## src/logic/adpcm_link_map.svh

```systemverilog
// constants shared by both ends of the adpcm channel link
`ifndef ADPCM_LINK_MAP_SVH
`define ADPCM_LINK_MAP_SVH

// clock rates and link shift clock timing
`define HCLK_PERIOD_NS 40
`define LINK_CLK_PERIOD_NS 320
`define SHIFT_HALF_CYCLES (`LINK_CLK_PERIOD_NS / (2 * `HCLK_PERIOD_NS))

// initialization and slot timing, in master clock cycles
`define POR_INIT_CYCLES 12'd2000
`define WARM_INIT_CYCLES 12'd726
`define WARM_LOW_CYCLES 12'd2
`define START_GAP_CYCLES 12'd6
`define HOST_SYNC_MARGIN 12'd4
`define INIT_SLOT_CYCLES 12'd45
`define NOP_SLOT_CYCLES 12'd4
`define SLOT_LEAD_CYCLES 12'd4
`define SLOT_LOW_CYCLES 12'd64
`define SHIFT_PULSES 4'd8

// synchroniser reset value: warm reset and both shift clocks idle high
`define LINK_SYNC_RESET 12'he00
`define EDGE_RESET 3'b110

// fixed words and per-rate masks of the left-aligned 5-bit code word
`define NOP_PCM_MU 8'hff
`define NOP_PCM_A 8'hd5
`define NOP_ADPCM 5'h00
`define MASK_40K 5'h1f
`define MASK_32K 5'h1e
`define MASK_24K 5'h1c
`define MASK_16K 5'h18
`define PREDICTOR_DEFAULT 8'h00

// controller register offsets and fields
`define CTRL_OFFSET 12'h000
`define TXDATA_OFFSET 12'h004
`define STATUS_OFFSET 12'h008
`define CTRL_GO 0
`define CTRL_INIT 1
`define CTRL_EN 2
`define CTRL_LAW 3
`define CTRL_RATE_LSB 4
`define CTRL_RATE_MSB 5
`define CTRL_DIR 6
`define CTRL_WARM 7
`define CTRL_RESET 8'h00

`endif

```

## src/logic/adpcm_link_pkg.sv

```systemverilog
// types shared by both ends of the adpcm channel link
package adpcm_link_pkg;
	typedef enum logic [1:0] {
		RATE_32K = 2'b00,
		RATE_24K = 2'b01,
		RATE_16K = 2'b10,
		RATE_40K = 2'b11
	} rate_t;
	typedef enum logic {LAW_MU = 1'b0, LAW_A = 1'b1} law_t;
	typedef enum logic {PH_INIT, PH_RUN} core_phase_t;
	typedef enum logic [2:0] {
		H_IDLE, H_RST_LOW, H_RST_WAIT, H_LEAD, H_SHIFT_LO, H_SHIFT_HI, H_LOW
	} host_state_t;
	typedef struct packed {
		law_t law;
		rate_t rate;
		logic [7:0] predictor;
	} chan_state_t;
endpackage : adpcm_link_pkg

```

## src/logic/adpcm_link_if.sv

```systemverilog
// pins between the frame timing controller and the channel core
`timescale 1ns/1ps
interface adpcm_link_if;
	logic channel_strobe;
	logic direction_select;
	logic companding_law_select;
	logic rate_select_lsb;
	logic rate_select_msb;
	logic channel_init;
	logic channel_enable;
	logic warm_reset_n;
	logic pcm_shift_clock;
	logic adpcm_shift_clock;
	logic pcm_serial_in;
	logic adpcm_serial_in;
	logic pcm_serial_out;
	logic pcm_serial_out_oe;
	logic adpcm_serial_out;
	logic adpcm_serial_out_oe;
	modport device (
		input channel_strobe, direction_select, companding_law_select,
		input rate_select_lsb, rate_select_msb, channel_init, channel_enable,
		input warm_reset_n, pcm_shift_clock, adpcm_shift_clock,
		input pcm_serial_in, adpcm_serial_in,
		output pcm_serial_out, pcm_serial_out_oe,
		output adpcm_serial_out, adpcm_serial_out_oe
	);
	modport host (
		output channel_strobe, direction_select, companding_law_select,
		output rate_select_lsb, rate_select_msb, channel_init, channel_enable,
		output warm_reset_n, pcm_shift_clock, adpcm_shift_clock,
		output pcm_serial_in, adpcm_serial_in,
		input pcm_serial_out, pcm_serial_out_oe,
		input adpcm_serial_out, adpcm_serial_out_oe
	);
endinterface : adpcm_link_if

```

## src/logic/adpcm_channel_core.sv

```systemverilog
// channel core: init, warm and power-on reset, nop and serial outputs
// Overview of operation
// - extra shift clocks recirculate code word from msb
// - four-bit words repeat by four, 40k by five
// - init pin or reset loads channel defaults
// - config and init sampled at strobe fall
// - host gives init slots at least 45 cycles
// - 726 cycles of memory init after warm reset
// - host waits six cycles before strobing
// - host idles strobe low, clocks high, data low
// - serial input during init is discarded
// - host holds warm reset low two cycles
// - processing resumes at first strobe fall after
// - power-on reset initializes all, 2000 cycles
// - outputs released during any reset process
// - enable low skips channel, keeps its state
// - host gives nop slots at least 4 cycles
// - nop drives known outputs, gates state writes
// - nop code output stays low
// - nop pcm output ff mu-law, d5 a-law
// - direction picks input and later output
// - all serial words move msb first
`timescale 1ns/1ps
`include "adpcm_link_map.svh"
module adpcm_channel_core
	import adpcm_link_pkg::*;
(
	input logic hclk,
	input logic hresetn,
	input logic clk_en,
	adpcm_link_if.device link,
	output logic init_busy,
	output logic [2:0] active_channel
);
	logic [11:0] link_raw;
	logic [11:0] sync1_reg;
	logic [11:0] sync2_reg;
	logic [2:0] edge_d_reg;
	logic warm_s, aclk_s, pclk_s, strobe_s, dir_s, law_s, init_s, en_s;
	logic ain_s, pin_s;
	rate_t rate_s;
	logic strobe_fall, pclk_fall, pclk_rise, aclk_fall, aclk_rise;
	core_phase_t phase_reg;
	logic [11:0] init_cnt_reg;
	logic run;
	logic [7:0] pcm_in_reg;
	logic [4:0] adpcm_in_reg;
	chan_state_t chan_mem [8];
	logic [2:0] chan_reg;
	logic proc_valid_reg, proc_dir_reg, proc_en_reg, proc_init_reg;
	law_t proc_law_reg;
	rate_t proc_rate_reg;
	logic [2:0] proc_chan_reg;
	logic [7:0] proc_pcm_reg;
	logic [4:0] proc_adpcm_reg;
	logic out_valid_reg, out_dir_reg;
	rate_t out_rate_reg;
	logic [4:0] adpcm_out_reg;
	logic [7:0] pcm_out_reg;
	chan_state_t cur;
	law_t eff_law;
	rate_t eff_rate;
	logic [4:0] mask;
	logic [4:0] in_left;
	logic [4:0] enc_word;
	logic [7:0] dec_word;
	logic [7:0] new_pred;
	logic live;

	// every input pin passes two flops; only stage two is read below
	assign link_raw = {link.warm_reset_n, link.adpcm_shift_clock,
		link.pcm_shift_clock, link.channel_strobe, link.direction_select,
		link.companding_law_select, link.rate_select_msb,
		link.rate_select_lsb, link.channel_init, link.channel_enable,
		link.adpcm_serial_in, link.pcm_serial_in};
	always_ff @(posedge hclk or negedge hresetn) begin
		if (!hresetn) begin
			sync1_reg <= `LINK_SYNC_RESET;
			sync2_reg <= `LINK_SYNC_RESET;
		end else if (clk_en) begin
			sync1_reg <= link_raw;
			sync2_reg <= sync1_reg;
		end
	end

	assign warm_s = sync2_reg[11];
	assign aclk_s = sync2_reg[10];
	assign pclk_s = sync2_reg[9];
	assign strobe_s = sync2_reg[8];
	assign dir_s = sync2_reg[7];
	assign law_s = sync2_reg[6];
	assign rate_s = rate_t'(sync2_reg[5:4]);
	assign init_s = sync2_reg[3];
	assign en_s = sync2_reg[2];
	assign ain_s = sync2_reg[1];
	assign pin_s = sync2_reg[0];

	// edge finders on the synchronised strobe and shift clocks
	always_ff @(posedge hclk or negedge hresetn) begin
		if (!hresetn) begin
			edge_d_reg <= `EDGE_RESET;
		end else if (clk_en) begin
			edge_d_reg <= {aclk_s, pclk_s, strobe_s};
		end
	end
	assign strobe_fall = edge_d_reg[0] & ~strobe_s;
	assign pclk_fall = edge_d_reg[1] & ~pclk_s;
	assign pclk_rise = ~edge_d_reg[1] & pclk_s;
	assign aclk_fall = edge_d_reg[2] & ~aclk_s;
	assign aclk_rise = ~edge_d_reg[2] & aclk_s;

	// init sequencing: power-on length after hresetn, warm length after pin
	always_ff @(posedge hclk or negedge hresetn) begin
		if (!hresetn) begin
			phase_reg <= PH_INIT;
			init_cnt_reg <= `POR_INIT_CYCLES;
		end else if (clk_en) begin
			case (phase_reg)
				PH_INIT: begin
					if (!warm_s) begin
						init_cnt_reg <= `WARM_INIT_CYCLES;
					end else if (init_cnt_reg == 12'd1) begin
						init_cnt_reg <= 12'd0;
						phase_reg <= PH_RUN;
					end else begin
						init_cnt_reg <= init_cnt_reg - 12'd1;
					end
				end
				PH_RUN: begin
					if (!warm_s) begin
						init_cnt_reg <= `WARM_INIT_CYCLES;
						phase_reg <= PH_INIT;
					end
				end
				default: phase_reg <= PH_INIT;
			endcase
		end
	end
	assign run = (phase_reg == PH_RUN);
	assign init_busy = ~run;
	assign active_channel = chan_reg;

	// serial input registers, shifted on falling shift clock edges
	always_ff @(posedge hclk or negedge hresetn) begin
		if (!hresetn) begin
			pcm_in_reg <= 8'h00;
			adpcm_in_reg <= 5'h00;
		end else if (clk_en) begin
			if (!run) begin
				pcm_in_reg <= 8'h00;
				adpcm_in_reg <= 5'h00;
			end else if (strobe_s) begin
				if (dir_s && pclk_fall) begin
					pcm_in_reg <= {pcm_in_reg[6:0], pin_s};
				end
				if (!dir_s && aclk_fall) begin
					adpcm_in_reg <= {adpcm_in_reg[3:0], ain_s};
				end
			end
		end
	end

	// slot pipeline: captured at one fall, processed until the next
	always_ff @(posedge hclk or negedge hresetn) begin
		if (!hresetn) begin
			proc_valid_reg <= 1'b0;
			proc_dir_reg <= 1'b0;
			proc_en_reg <= 1'b0;
			proc_init_reg <= 1'b0;
			proc_law_reg <= LAW_MU;
			proc_rate_reg <= RATE_32K;
			proc_chan_reg <= 3'h0;
			proc_pcm_reg <= 8'h00;
			proc_adpcm_reg <= 5'h00;
			chan_reg <= 3'h0;
		end else if (clk_en) begin
			if (!run) begin
				proc_valid_reg <= 1'b0;
				chan_reg <= 3'h0;
			end else if (strobe_fall) begin
				proc_valid_reg <= 1'b1;
				proc_dir_reg <= dir_s;
				proc_en_reg <= en_s;
				proc_init_reg <= init_s;
				proc_law_reg <= law_t'(law_s);
				proc_rate_reg <= rate_s;
				proc_chan_reg <= chan_reg;
				proc_pcm_reg <= pcm_in_reg;
				proc_adpcm_reg <= adpcm_in_reg;
				chan_reg <= chan_reg + 3'h1;
			end
		end
	end

	// transcoding stand-in; config comes from channel memory except on init
	always_comb begin
		cur = chan_mem[proc_chan_reg];
		eff_law = proc_init_reg ? proc_law_reg : cur.law;
		eff_rate = proc_init_reg ? proc_rate_reg : cur.rate;
		case (eff_rate)
			RATE_40K: mask = `MASK_40K;
			RATE_24K: mask = `MASK_24K;
			RATE_16K: mask = `MASK_16K;
			default: mask = `MASK_32K;
		endcase
		// four-bit modes take the last four bits, 40k the last five
		if (eff_rate == RATE_40K) begin
			in_left = proc_adpcm_reg;
		end else begin
			in_left = {proc_adpcm_reg[3:0], 1'b0};
		end
		enc_word = (proc_pcm_reg[7:3] ^ cur.predictor[7:3]) & mask;
		dec_word = {in_left & mask, 3'b000} ^ cur.predictor;
		new_pred = proc_dir_reg ? proc_pcm_reg : dec_word;
		live = proc_en_reg & ~proc_init_reg;
		if (!live) begin
			enc_word = `NOP_ADPCM;
			dec_word = (eff_law == LAW_A) ? `NOP_PCM_A : `NOP_PCM_MU;
		end
	end

	// channel memory: cleared on every init cycle, written only by init slots and live slots
	always_ff @(posedge hclk or negedge hresetn) begin
		if (!hresetn) begin
			for (int i = 0; i < 8; i++) begin
				chan_mem[i] <= {LAW_MU, RATE_32K, `PREDICTOR_DEFAULT};
			end
		end else if (clk_en) begin
			if (!run) begin
				for (int i = 0; i < 8; i++) begin
					chan_mem[i] <= {LAW_MU, RATE_32K, `PREDICTOR_DEFAULT};
				end
			end else if (strobe_fall && proc_valid_reg) begin
				if (proc_init_reg) begin
					chan_mem[proc_chan_reg] <= {proc_law_reg, proc_rate_reg,
						`PREDICTOR_DEFAULT};
				end else if (proc_en_reg) begin
					chan_mem[proc_chan_reg].predictor <= new_pred;
				end
				// a disabled slot writes nothing, so its state survives
			end
		end
	end

	// output shift registers, loaded at the fall, rotated on rising edges
	always_ff @(posedge hclk or negedge hresetn) begin
		if (!hresetn) begin
			out_valid_reg <= 1'b0;
			out_dir_reg <= 1'b0;
			out_rate_reg <= RATE_32K;
			adpcm_out_reg <= 5'h00;
			pcm_out_reg <= 8'h00;
		end else if (clk_en) begin
			if (!run) begin
				out_valid_reg <= 1'b0;
			end else if (strobe_fall) begin
				out_valid_reg <= proc_valid_reg;
				out_dir_reg <= proc_dir_reg;
				out_rate_reg <= eff_rate;
				adpcm_out_reg <= enc_word;
				pcm_out_reg <= dec_word;
			end else if (strobe_s) begin
				if (aclk_rise) begin
					if (out_rate_reg == RATE_40K) begin
						adpcm_out_reg <= {adpcm_out_reg[3:0],
							adpcm_out_reg[4]};
					end else begin
						adpcm_out_reg <= {adpcm_out_reg[3:1],
							adpcm_out_reg[4], adpcm_out_reg[0]};
					end
				end
				if (pclk_rise) begin
					pcm_out_reg <= {pcm_out_reg[6:0], pcm_out_reg[7]};
				end
			end
		end
	end

	// the msb shows as soon as the strobe rises; only one output drives
	assign link.adpcm_serial_out = adpcm_out_reg[4];
	assign link.pcm_serial_out = pcm_out_reg[7];
	assign link.adpcm_serial_out_oe = run & strobe_s & out_valid_reg
		& out_dir_reg;
	assign link.pcm_serial_out_oe = run & strobe_s & out_valid_reg
		& ~out_dir_reg;
endmodule : adpcm_channel_core

```

## src/flat_wrapper.sv

```systemverilog
// flat-port wrapper written by rule: the top's interface ports become plain ports
module adpcm_channel_core_flat import adpcm_link_pkg::*;
  (hclk, hresetn, clk_en, init_busy, active_channel, link_channel_strobe, link_direction_select, link_companding_law_select, link_rate_select_lsb, link_rate_select_msb, link_channel_init, link_channel_enable, link_warm_reset_n, link_pcm_shift_clock, link_adpcm_shift_clock, link_pcm_serial_in, link_adpcm_serial_in, link_pcm_serial_out, link_pcm_serial_out_oe, link_adpcm_serial_out, link_adpcm_serial_out_oe);
  adpcm_link_if link_i ();
  input logic hclk;
  input logic hresetn;
  input logic clk_en;
  output logic init_busy;
  output logic [2:0] active_channel;
  input wire logic [$bits(link_i.channel_strobe)-1:0] link_channel_strobe;
  input wire logic [$bits(link_i.direction_select)-1:0] link_direction_select;
  input wire logic [$bits(link_i.companding_law_select)-1:0] link_companding_law_select;
  input wire logic [$bits(link_i.rate_select_lsb)-1:0] link_rate_select_lsb;
  input wire logic [$bits(link_i.rate_select_msb)-1:0] link_rate_select_msb;
  input wire logic [$bits(link_i.channel_init)-1:0] link_channel_init;
  input wire logic [$bits(link_i.channel_enable)-1:0] link_channel_enable;
  input wire logic [$bits(link_i.warm_reset_n)-1:0] link_warm_reset_n;
  input wire logic [$bits(link_i.pcm_shift_clock)-1:0] link_pcm_shift_clock;
  input wire logic [$bits(link_i.adpcm_shift_clock)-1:0] link_adpcm_shift_clock;
  input wire logic [$bits(link_i.pcm_serial_in)-1:0] link_pcm_serial_in;
  input wire logic [$bits(link_i.adpcm_serial_in)-1:0] link_adpcm_serial_in;
  output wire logic [$bits(link_i.pcm_serial_out)-1:0] link_pcm_serial_out;
  output wire logic [$bits(link_i.pcm_serial_out_oe)-1:0] link_pcm_serial_out_oe;
  output wire logic [$bits(link_i.adpcm_serial_out)-1:0] link_adpcm_serial_out;
  output wire logic [$bits(link_i.adpcm_serial_out_oe)-1:0] link_adpcm_serial_out_oe;
  assign link_i.channel_strobe = link_channel_strobe;
  assign link_i.direction_select = link_direction_select;
  assign link_i.companding_law_select = link_companding_law_select;
  assign link_i.rate_select_lsb = link_rate_select_lsb;
  assign link_i.rate_select_msb = link_rate_select_msb;
  assign link_i.channel_init = link_channel_init;
  assign link_i.channel_enable = link_channel_enable;
  assign link_i.warm_reset_n = link_warm_reset_n;
  assign link_i.pcm_shift_clock = link_pcm_shift_clock;
  assign link_i.adpcm_shift_clock = link_adpcm_shift_clock;
  assign link_i.pcm_serial_in = link_pcm_serial_in;
  assign link_i.adpcm_serial_in = link_adpcm_serial_in;
  assign link_pcm_serial_out = link_i.pcm_serial_out;
  assign link_pcm_serial_out_oe = link_i.pcm_serial_out_oe;
  assign link_adpcm_serial_out = link_i.adpcm_serial_out;
  assign link_adpcm_serial_out_oe = link_i.adpcm_serial_out_oe;
  adpcm_channel_core u_core (.hclk(hclk), .hresetn(hresetn), .clk_en(clk_en), .link(link_i), .init_busy(init_busy), .active_channel(active_channel));
endmodule
```

## config.mk

```make
export PLATFORM = sky130hd
export DESIGN_NAME = adpcm_channel_core_flat
export DESIGN_NICKNAME = d
export VERILOG_FILES = /design/src/logic/adpcm_link_pkg.sv /design/src/logic/adpcm_link_if.sv /design/src/logic/adpcm_channel_core.sv /design/src/flat_wrapper.sv
export VERILOG_INCLUDE_DIRS = /design/src /design/src/logic
export SDC_FILE = /design/constraint.sdc
export NUM_CORES = 1
export LEC_CHECK = 0
export BUFFER_PORTS_ARGS = -buffer_cell sky130_fd_sc_hd__buf_4
export CAP_MARGIN = 20
export CORE_MARGIN = 2
export CORE_UTILIZATION = 45
export DETAILED_ROUTE_END_ITERATION = 8
export GPL_ROUTABILITY_DRIVEN = 0
export PLACE_DENSITY_LB_ADDON = 0.15
export SYNTH_ARGS = -nofsm -noshare
export SYNTH_HDL_FRONTEND = slang
export SYNTH_SLANG_ARGS = --single-unit
```

## constraint.sdc

```tcl
create_clock -name hclk -period 3.5 [get_ports hclk]
set_clock_uncertainty 0.2 [all_clocks]
set_input_delay 0.35 -clock hclk [delete_from_list [all_inputs] [get_ports hclk]]
set_output_delay 0.35 -clock hclk [all_outputs]
set_load 0.02 [all_outputs]
```

* Word level (Yosys, flattened, before mapping)
Cells that the tools add are included.
Word-level totals: register bits 184, bits of input ports 15, output and inout bits 8, word-level logic and storage cells 152
Operators by class: add/sub/neg operators 2, order comparisons 2, eq/ne operators 12, multiplexer cells 48, bitwise gates (word level) 23, reduce and logical (&&, ||, !) cells 18
Operator list (count):
- two-way mux 88 bit | 4
- bitwise mux 88 bit | 2
- two-way mux 8 bit | 9
- demux 11 bit (select 3 bit) | 2
- two-way mux 5 bit | 8
- two-way mux 12 bit | 3
- binary-select mux 11 bit (select 3 bit) | 1
- two-way mux 11 bit | 3
- case mux 12 bit (2 select lines) | 1
- == test 12 x 1 -> 1 bit (second input constant) | 1
- AND reduction 3 bit | 4
- subtractor 12 x 1 -> 12 bit (second input constant) | 1
- AND 1 bit | 10
- AND 5 bit | 2
- case mux 3 bit (3 select lines) | 1
- two-way mux 1 bit | 8
- != test 2 bit (second input constant) | 4
- inverter 1 bit | 8
- AND reduction 4 bit | 2
- nonzero test 2 bit | 4
- bitwise XOR 8 bit | 1
- == test 2 bit (second input constant) | 3
- two-way mux 3 bit | 2
- two-way mux 6 bit | 1
- 14 further kinds | 20

* Longest topological paths before layout
depth in word-level cells 15, depth in mapped cells 16, gate-level depth less buffers 11

* Worst setup path before layout
No wires, ideal clock.
path kind register to register, start reg u_core.proc_chan_reg[0], end reg u_core.chan_mem[27] in the netlist's numbering, setup time 0.122 ns, arrival time 3.344 ns, data required time 3.178 ns, slack -0.166 ns, cell stages (with the launch flop) 17, path buffers 5, clock period less this slack 3.666 ns, cell sequence dfrtp_1 -> buf_6 -> buf_6 -> buf_2 -> mux2_2 -> a221oi_1 -> o32ai_1 -> mux2i_1 -> inv_1 -> ha_1 -> buf_2 -> mux2i_1 -> or2_2 -> and3_1 -> or3_1 -> clkbuf_1 -> a32o_1
Between the ends: cells in the longest elaborated chain, start to end 15, elaborated cells between the ends (all ways) 26, classes of those cells order compare (2); eq/ne (3); mux (17); bitwise (3); reduce/logical (1)
Ends and longest elaborated chain:
- from (decl) | line adpcm_channel_core.sv:53 | logic [2:0] proc_chan_reg;
- from (signal assigned) | line adpcm_channel_core.sv:187 | proc_chan_reg <= chan_reg;
- inverter 3 -> 4 bit (implied by the code) (*) | line adpcm_channel_core.sv:197 | cur = chan_mem[proc_chan_reg];
- binary-select mux 11 bit (select 3 bit) (*) | line adpcm_channel_core.sv:197
- two-way mux 11 bit (implied by the code) (*) (2 in a row) | line adpcm_channel_core.sv:197
- two-way mux 2 bit (*) | line adpcm_channel_core.sv:199 | eff_rate = proc_init_reg ? proc_rate_reg : cur.rate;
- named net u_core.eff_rate[0] | line adpcm_channel_core.sv:62 | rate_t eff_rate;
- == test 2 bit, or another cell as far along | line adpcm_channel_core.sv:200 | case (eff_rate)
- case mux 3 bit (3 select lines) / two-way mux 5 bit (equally long branches) | line adpcm_channel_core.sv:200, adpcm_channel_core.sv:207
- AND 5 bit (*) | line adpcm_channel_core.sv:213 | dec_word = {in_left & mask, 3'b000} ^ cur.predictor;
- bitwise XOR 8 bit (*) | line adpcm_channel_core.sv:213
- two-way mux 8 bit (*) | line adpcm_channel_core.sv:214 | new_pred = proc_dir_reg ? proc_pcm_reg : dec_word;
- bitwise mux 88 bit (*) | line adpcm_channel_core.sv:238 | chan_mem[proc_chan_reg].predictor <= new_pred;
- two-way mux 88 bit (*) | line adpcm_channel_core.sv:237 | end else if (proc_en_reg) begin
- two-way mux 88 bit (*) | line adpcm_channel_core.sv:234 | if (proc_init_reg) begin
- two-way mux 88 bit (*) | line adpcm_channel_core.sv:233 | end else if (strobe_fall && proc_valid_reg) begin
- two-way mux 88 bit (*) | line adpcm_channel_core.sv:229 | if (!run) begin
- to (signal, indexed assignment) | line adpcm_channel_core.sv:226 | chan_mem[i] <= {LAW_MU, RATE_32K, `PREDICTOR_DEFAULT};
- to (signal, indexed assignment) | line adpcm_channel_core.sv:231 | chan_mem[i] <= {LAW_MU, RATE_32K, `PREDICTOR_DEFAULT};
- to (signal, indexed assignment) | line adpcm_channel_core.sv:235 | chan_mem[proc_chan_reg] <= {proc_law_reg, proc_rate_reg,
- to (decl) | line adpcm_channel_core.sv:48 | chan_state_t chan_mem [8];
Mark *: on every way through the listed nets, which the timed path passes. The rest lies on a longest branch. The select of a mux whose other input is x is not followed. A chain may end at the register's enable or synchronous reset.

* Worst setup path after layout
start reg u_core.proc_chan_reg[0], end reg u_core.chan_mem[38] in the netlist's numbering
The elaborated chain is that of the path after synthesis.

==> impl_metrics.csv <==
group,metric,value,unit
status,outcome,"finished clean",
critical_path,slowest_delay,420,ps
global_route,overflow,0,
synthesis,syn_inst,795,
critical_path,reg2reg_depth,12,
clock_network,cts_tree,"done",
critical_path,rr_startpoint,"u_core.proc_chan_reg[0]",
synthesis,yosysTopAreaCell,"dfrtp_1",
power,switching_power,1.156,mW
critical_path,slowest_stage,"dfrtp_1",
drt,vias_per_cell,6.048,
drt,drc,0,
critical_path,cp.arrival,3450,ps
synthesis,ys.flop_type,"dfrtp_1",
synthesis,synth_cell_types,66,
finish,n_antenna_cell,0,
die,pin_count,23,
sta,rsz0062_at_grt,"false",
critical_path,r2r-end,"u_core.chan_mem[38]",
sta,finalHoldViolCount,0,
global_route,grt_start_max_net_pins,78,
die,placement_rows,51,
finish,fill_cells,1752,
finish,final_cells,1105,
finish,final_common_cell,"dfrtp_1",
finish,largest-register,"u_core.chan_mem",
power,power_per_cell_area,443.8,nW/um^2
critical_path,critPathKind,"reg2reg",
sta,fin_crit_sh,0.9511,
sta,setup_viol,0,
finish,largest_register_ffs,88,
power,intPower,3.322,mW
place,dp_cells,1059,
synthesis,synthTopCellsByArea,"dfrtp_1 (48%), mux2_2 (6.9%), dfstp_2 (4.1%)",
sta,fin_tns_setup,0,ps
finish,fin_util,0.5203,
place,place_hpwl,15200,um
critical_path,critPathMaxFanout,8,
job,max-cap-violations,0,
die,die_h,144.4,um
power,pwr-share-clk,0.439,
finish,area.growth.synth_to_final,13.83,%
drt,firstDrtPassIters,5,
synthesis,synth-edff-count,0,
clock_network,htreeDepth,4,
clock_network,cts_made_buffers,17,
global_route,grt_pass1_vias,6630,
global_route,grtUsageTotal,0.2293,
critical_path,reg2reg_slack,170,ps
synthesis,ys_seq_area_frac,0.5213,
die,dieWidth,144.4,um
power,peakVddDrop,0.3295,mV
synthesis,syn_area,8866,sq um
global_route,antenna_found_initial,0,
hold_path,min_to,"u_core.active_channel[2]",
power,leakage,4.260,nW
drt,routed_wl,22250,um
sta,slew_viol_final,0,
die,fp.dieArea,20840,sq um
sta,tightest_slew,841.9,ps
sta,min_period,3329,ps
synthesis,synth_async_sr_flop_share,1.000,
synthesis,yosysWarnings,0,
sta,slew_headroom,0.4350,
drt,ant_nets,0,
clock_network,cts_sinks,184,
power,power_frac_comb,0.059,
critical_path,cp_cell_sequence,"buf_4 > mux2_4 > a221oi_2 > o32ai_1 > mux2i_1 > inv_1 > ha_2 > mux2i_1 > or2_2 > and3_1 > or3_4 > a32o_1",
global_route,grt_pass1_wl,36490,um
hold_path,min_from,"clk_en",
drt,drtIter0Drc,500,
drt,routedWlPerCell,20.13,um
finish,final_cell_mix,"dfrtp_1 (170), nand2_1 (87), o21ai_0 (60), mux2_2 (53), buf_4 (41)",
clock_network,clockBufferDepth,2,
clock_network,clock_latency,440,ps
critical_path,startpoint_type,"flop",
synthesis,synth_seq_cells,184,
clock_network,clock-root-buffer,"clkbuf_16",
hold_path,min_path_cells,2,
power,seqPwrFrac,0.502,
hold_path,min-delay-path-class,"in2reg",
finish,final_nets,848,
die,start_util,0.4570,
synthesis,syn_area_per_cell,11.15,sq um
critical_path,worstPathRequired,3620,ps
finish,drive_gt1_frac,0.2012,
synthesis,synth_fp_nets,816,
power,switching_share,0.2582,
place,dp_slack,74.21,ps
sta,worst_slack,171.0,ps
place,port_buffers,22,
drt,vias,6683,
clock_network,clkTransAtPathRegs,80,ps
critical_path,endpoint_kind,"flop",
synthesis,yosysTopAreaCellShare,0.4798,
critical_path,cpMostUsedCell,"mux2i_1",
die,coreArea,19400,sq um
sta,timing.fmax,300.4,MHz
## power by group through the flow
stage	logic [mW]	clock network [mW]	registers [mW]
3_3_place_gp	0.247	0	2.29
6_report	0.262	1.97	2.25
5_1_grt	0.292	2.09	2.26
3_5_place_dp	0.252	0	2.29
2_1_floorplan	0.149	0	2.27
4_1_cts	0.266	2.00	2.25
## how the worst max path moves through the flow
stage | start | to | slack (ps)
2_1_floorplan | u_core.proc_chan_reg[0] | u_core.chan_mem[27] | 20
3_3_place_gp | u_core.proc_chan_reg[0] | u_core.chan_mem[38] | 120
3_5_place_dp | u_core.proc_chan_reg[0] | u_core.chan_mem[38] | 70
4_1_cts | u_core.proc_chan_reg[0] | u_core.chan_mem[38] | 60
5_1_grt | u_core.proc_chan_reg[0] | u_core.chan_mem[38] | 10
6_report | u_core.proc_chan_reg[0] | u_core.chan_mem[38] | 170
## metrics by stage
stage	hold slack, ps	total power, mW	cell area [sq um]
2_1_floorplan	-145.6	2.420	8905
3_3_place_gp	224.2	2.533	9333
6_report	131.8	4.479	10090
5_1_grt	158.2	4.641	10090
3_5_place_dp	235.7	2.543	9333
4_1_cts	127.1	4.515	10070
## cell type report
cell class                 count  area (sq um)  share of cell area
sequential                   184          4622              0.4580
timing repair buffer          56         469.2             0.04649
clock inverter                15         186.4             0.01847
clock buffer                  17         425.4             0.04215
multi-input combinational    550          3990              0.3954
tap                          265         331.6             0.03285
inverter                      18         67.56            0.006695
## cells in the mapped netlist (3+ instances only)
cell       number
mux2i_1        25
nor2_1         37
or3_1           4
buf_1           6
nand3b_1        3
nor3b_1         3
mux2_2         54
inv_1          16
a22oi_1        13
or4_1           3
nor3_1          9
a211oi_1        3
a21oi_1        15
o21ai_0        61
o22ai_1         8
buf_4           5
o211ai_1        4
o2bb2ai_1      23
o31ai_1         3
and2_1          4
nand3_1        19
and3_1          3
mux4_2         10
dfstp_2        14
and3b_1         3
buf_2          11
o21ai_1        13
nor4_1          3
a22o_1         38
a32o_1         16
nand2b_1        9
ha_1            6
xnor2_1         4
nor2b_1        17
a31oi_1        15
dfrtp_1       170
clkbuf_1       19
nand2_1        87
## logic make-up after synthesis
group | share of synthesized area
AOI/OAI and AO/OA | 0.1894
xor gates and xnor gates | 0.005927
adders and majority gates | 0.008467
buffers and inverters | 0.03119
DFF | 0.5213
muxes | 0.1304
and+or+nand+nor | 0.1133
## per-layer routing
metal	wire length, um	track usage	up-vias
li1	-	-	3022
met1	10330	0.3254	3464
met2	10650	0.3589	164
met3	818	0.04007	33
met4	449	0.07665	0
met5	0	0	-
## what timing repair did
| action | in CTS | in global routing |
|---|---|---|
| hold endpoints to repair | 87 | 0 |
| hold buffers | 13 | 0 |
| setup endpoints to repair | 0 | 16 |
| gates resized for setup | 0 | 3 |
| setup buffers | 0 | 1 |
## worst max-delay path, delay by kind of cell (launching register included)
family	cells	cell delay [ps]
DFF	1	420
adders and majority gates	1	250
and+or+nand+nor	3	870
AOI/OAI and AO/OA	3	580
buffers and inverters	2	280
muxes	3	630
No activity file was read; power rests on OpenSTA's default activity.
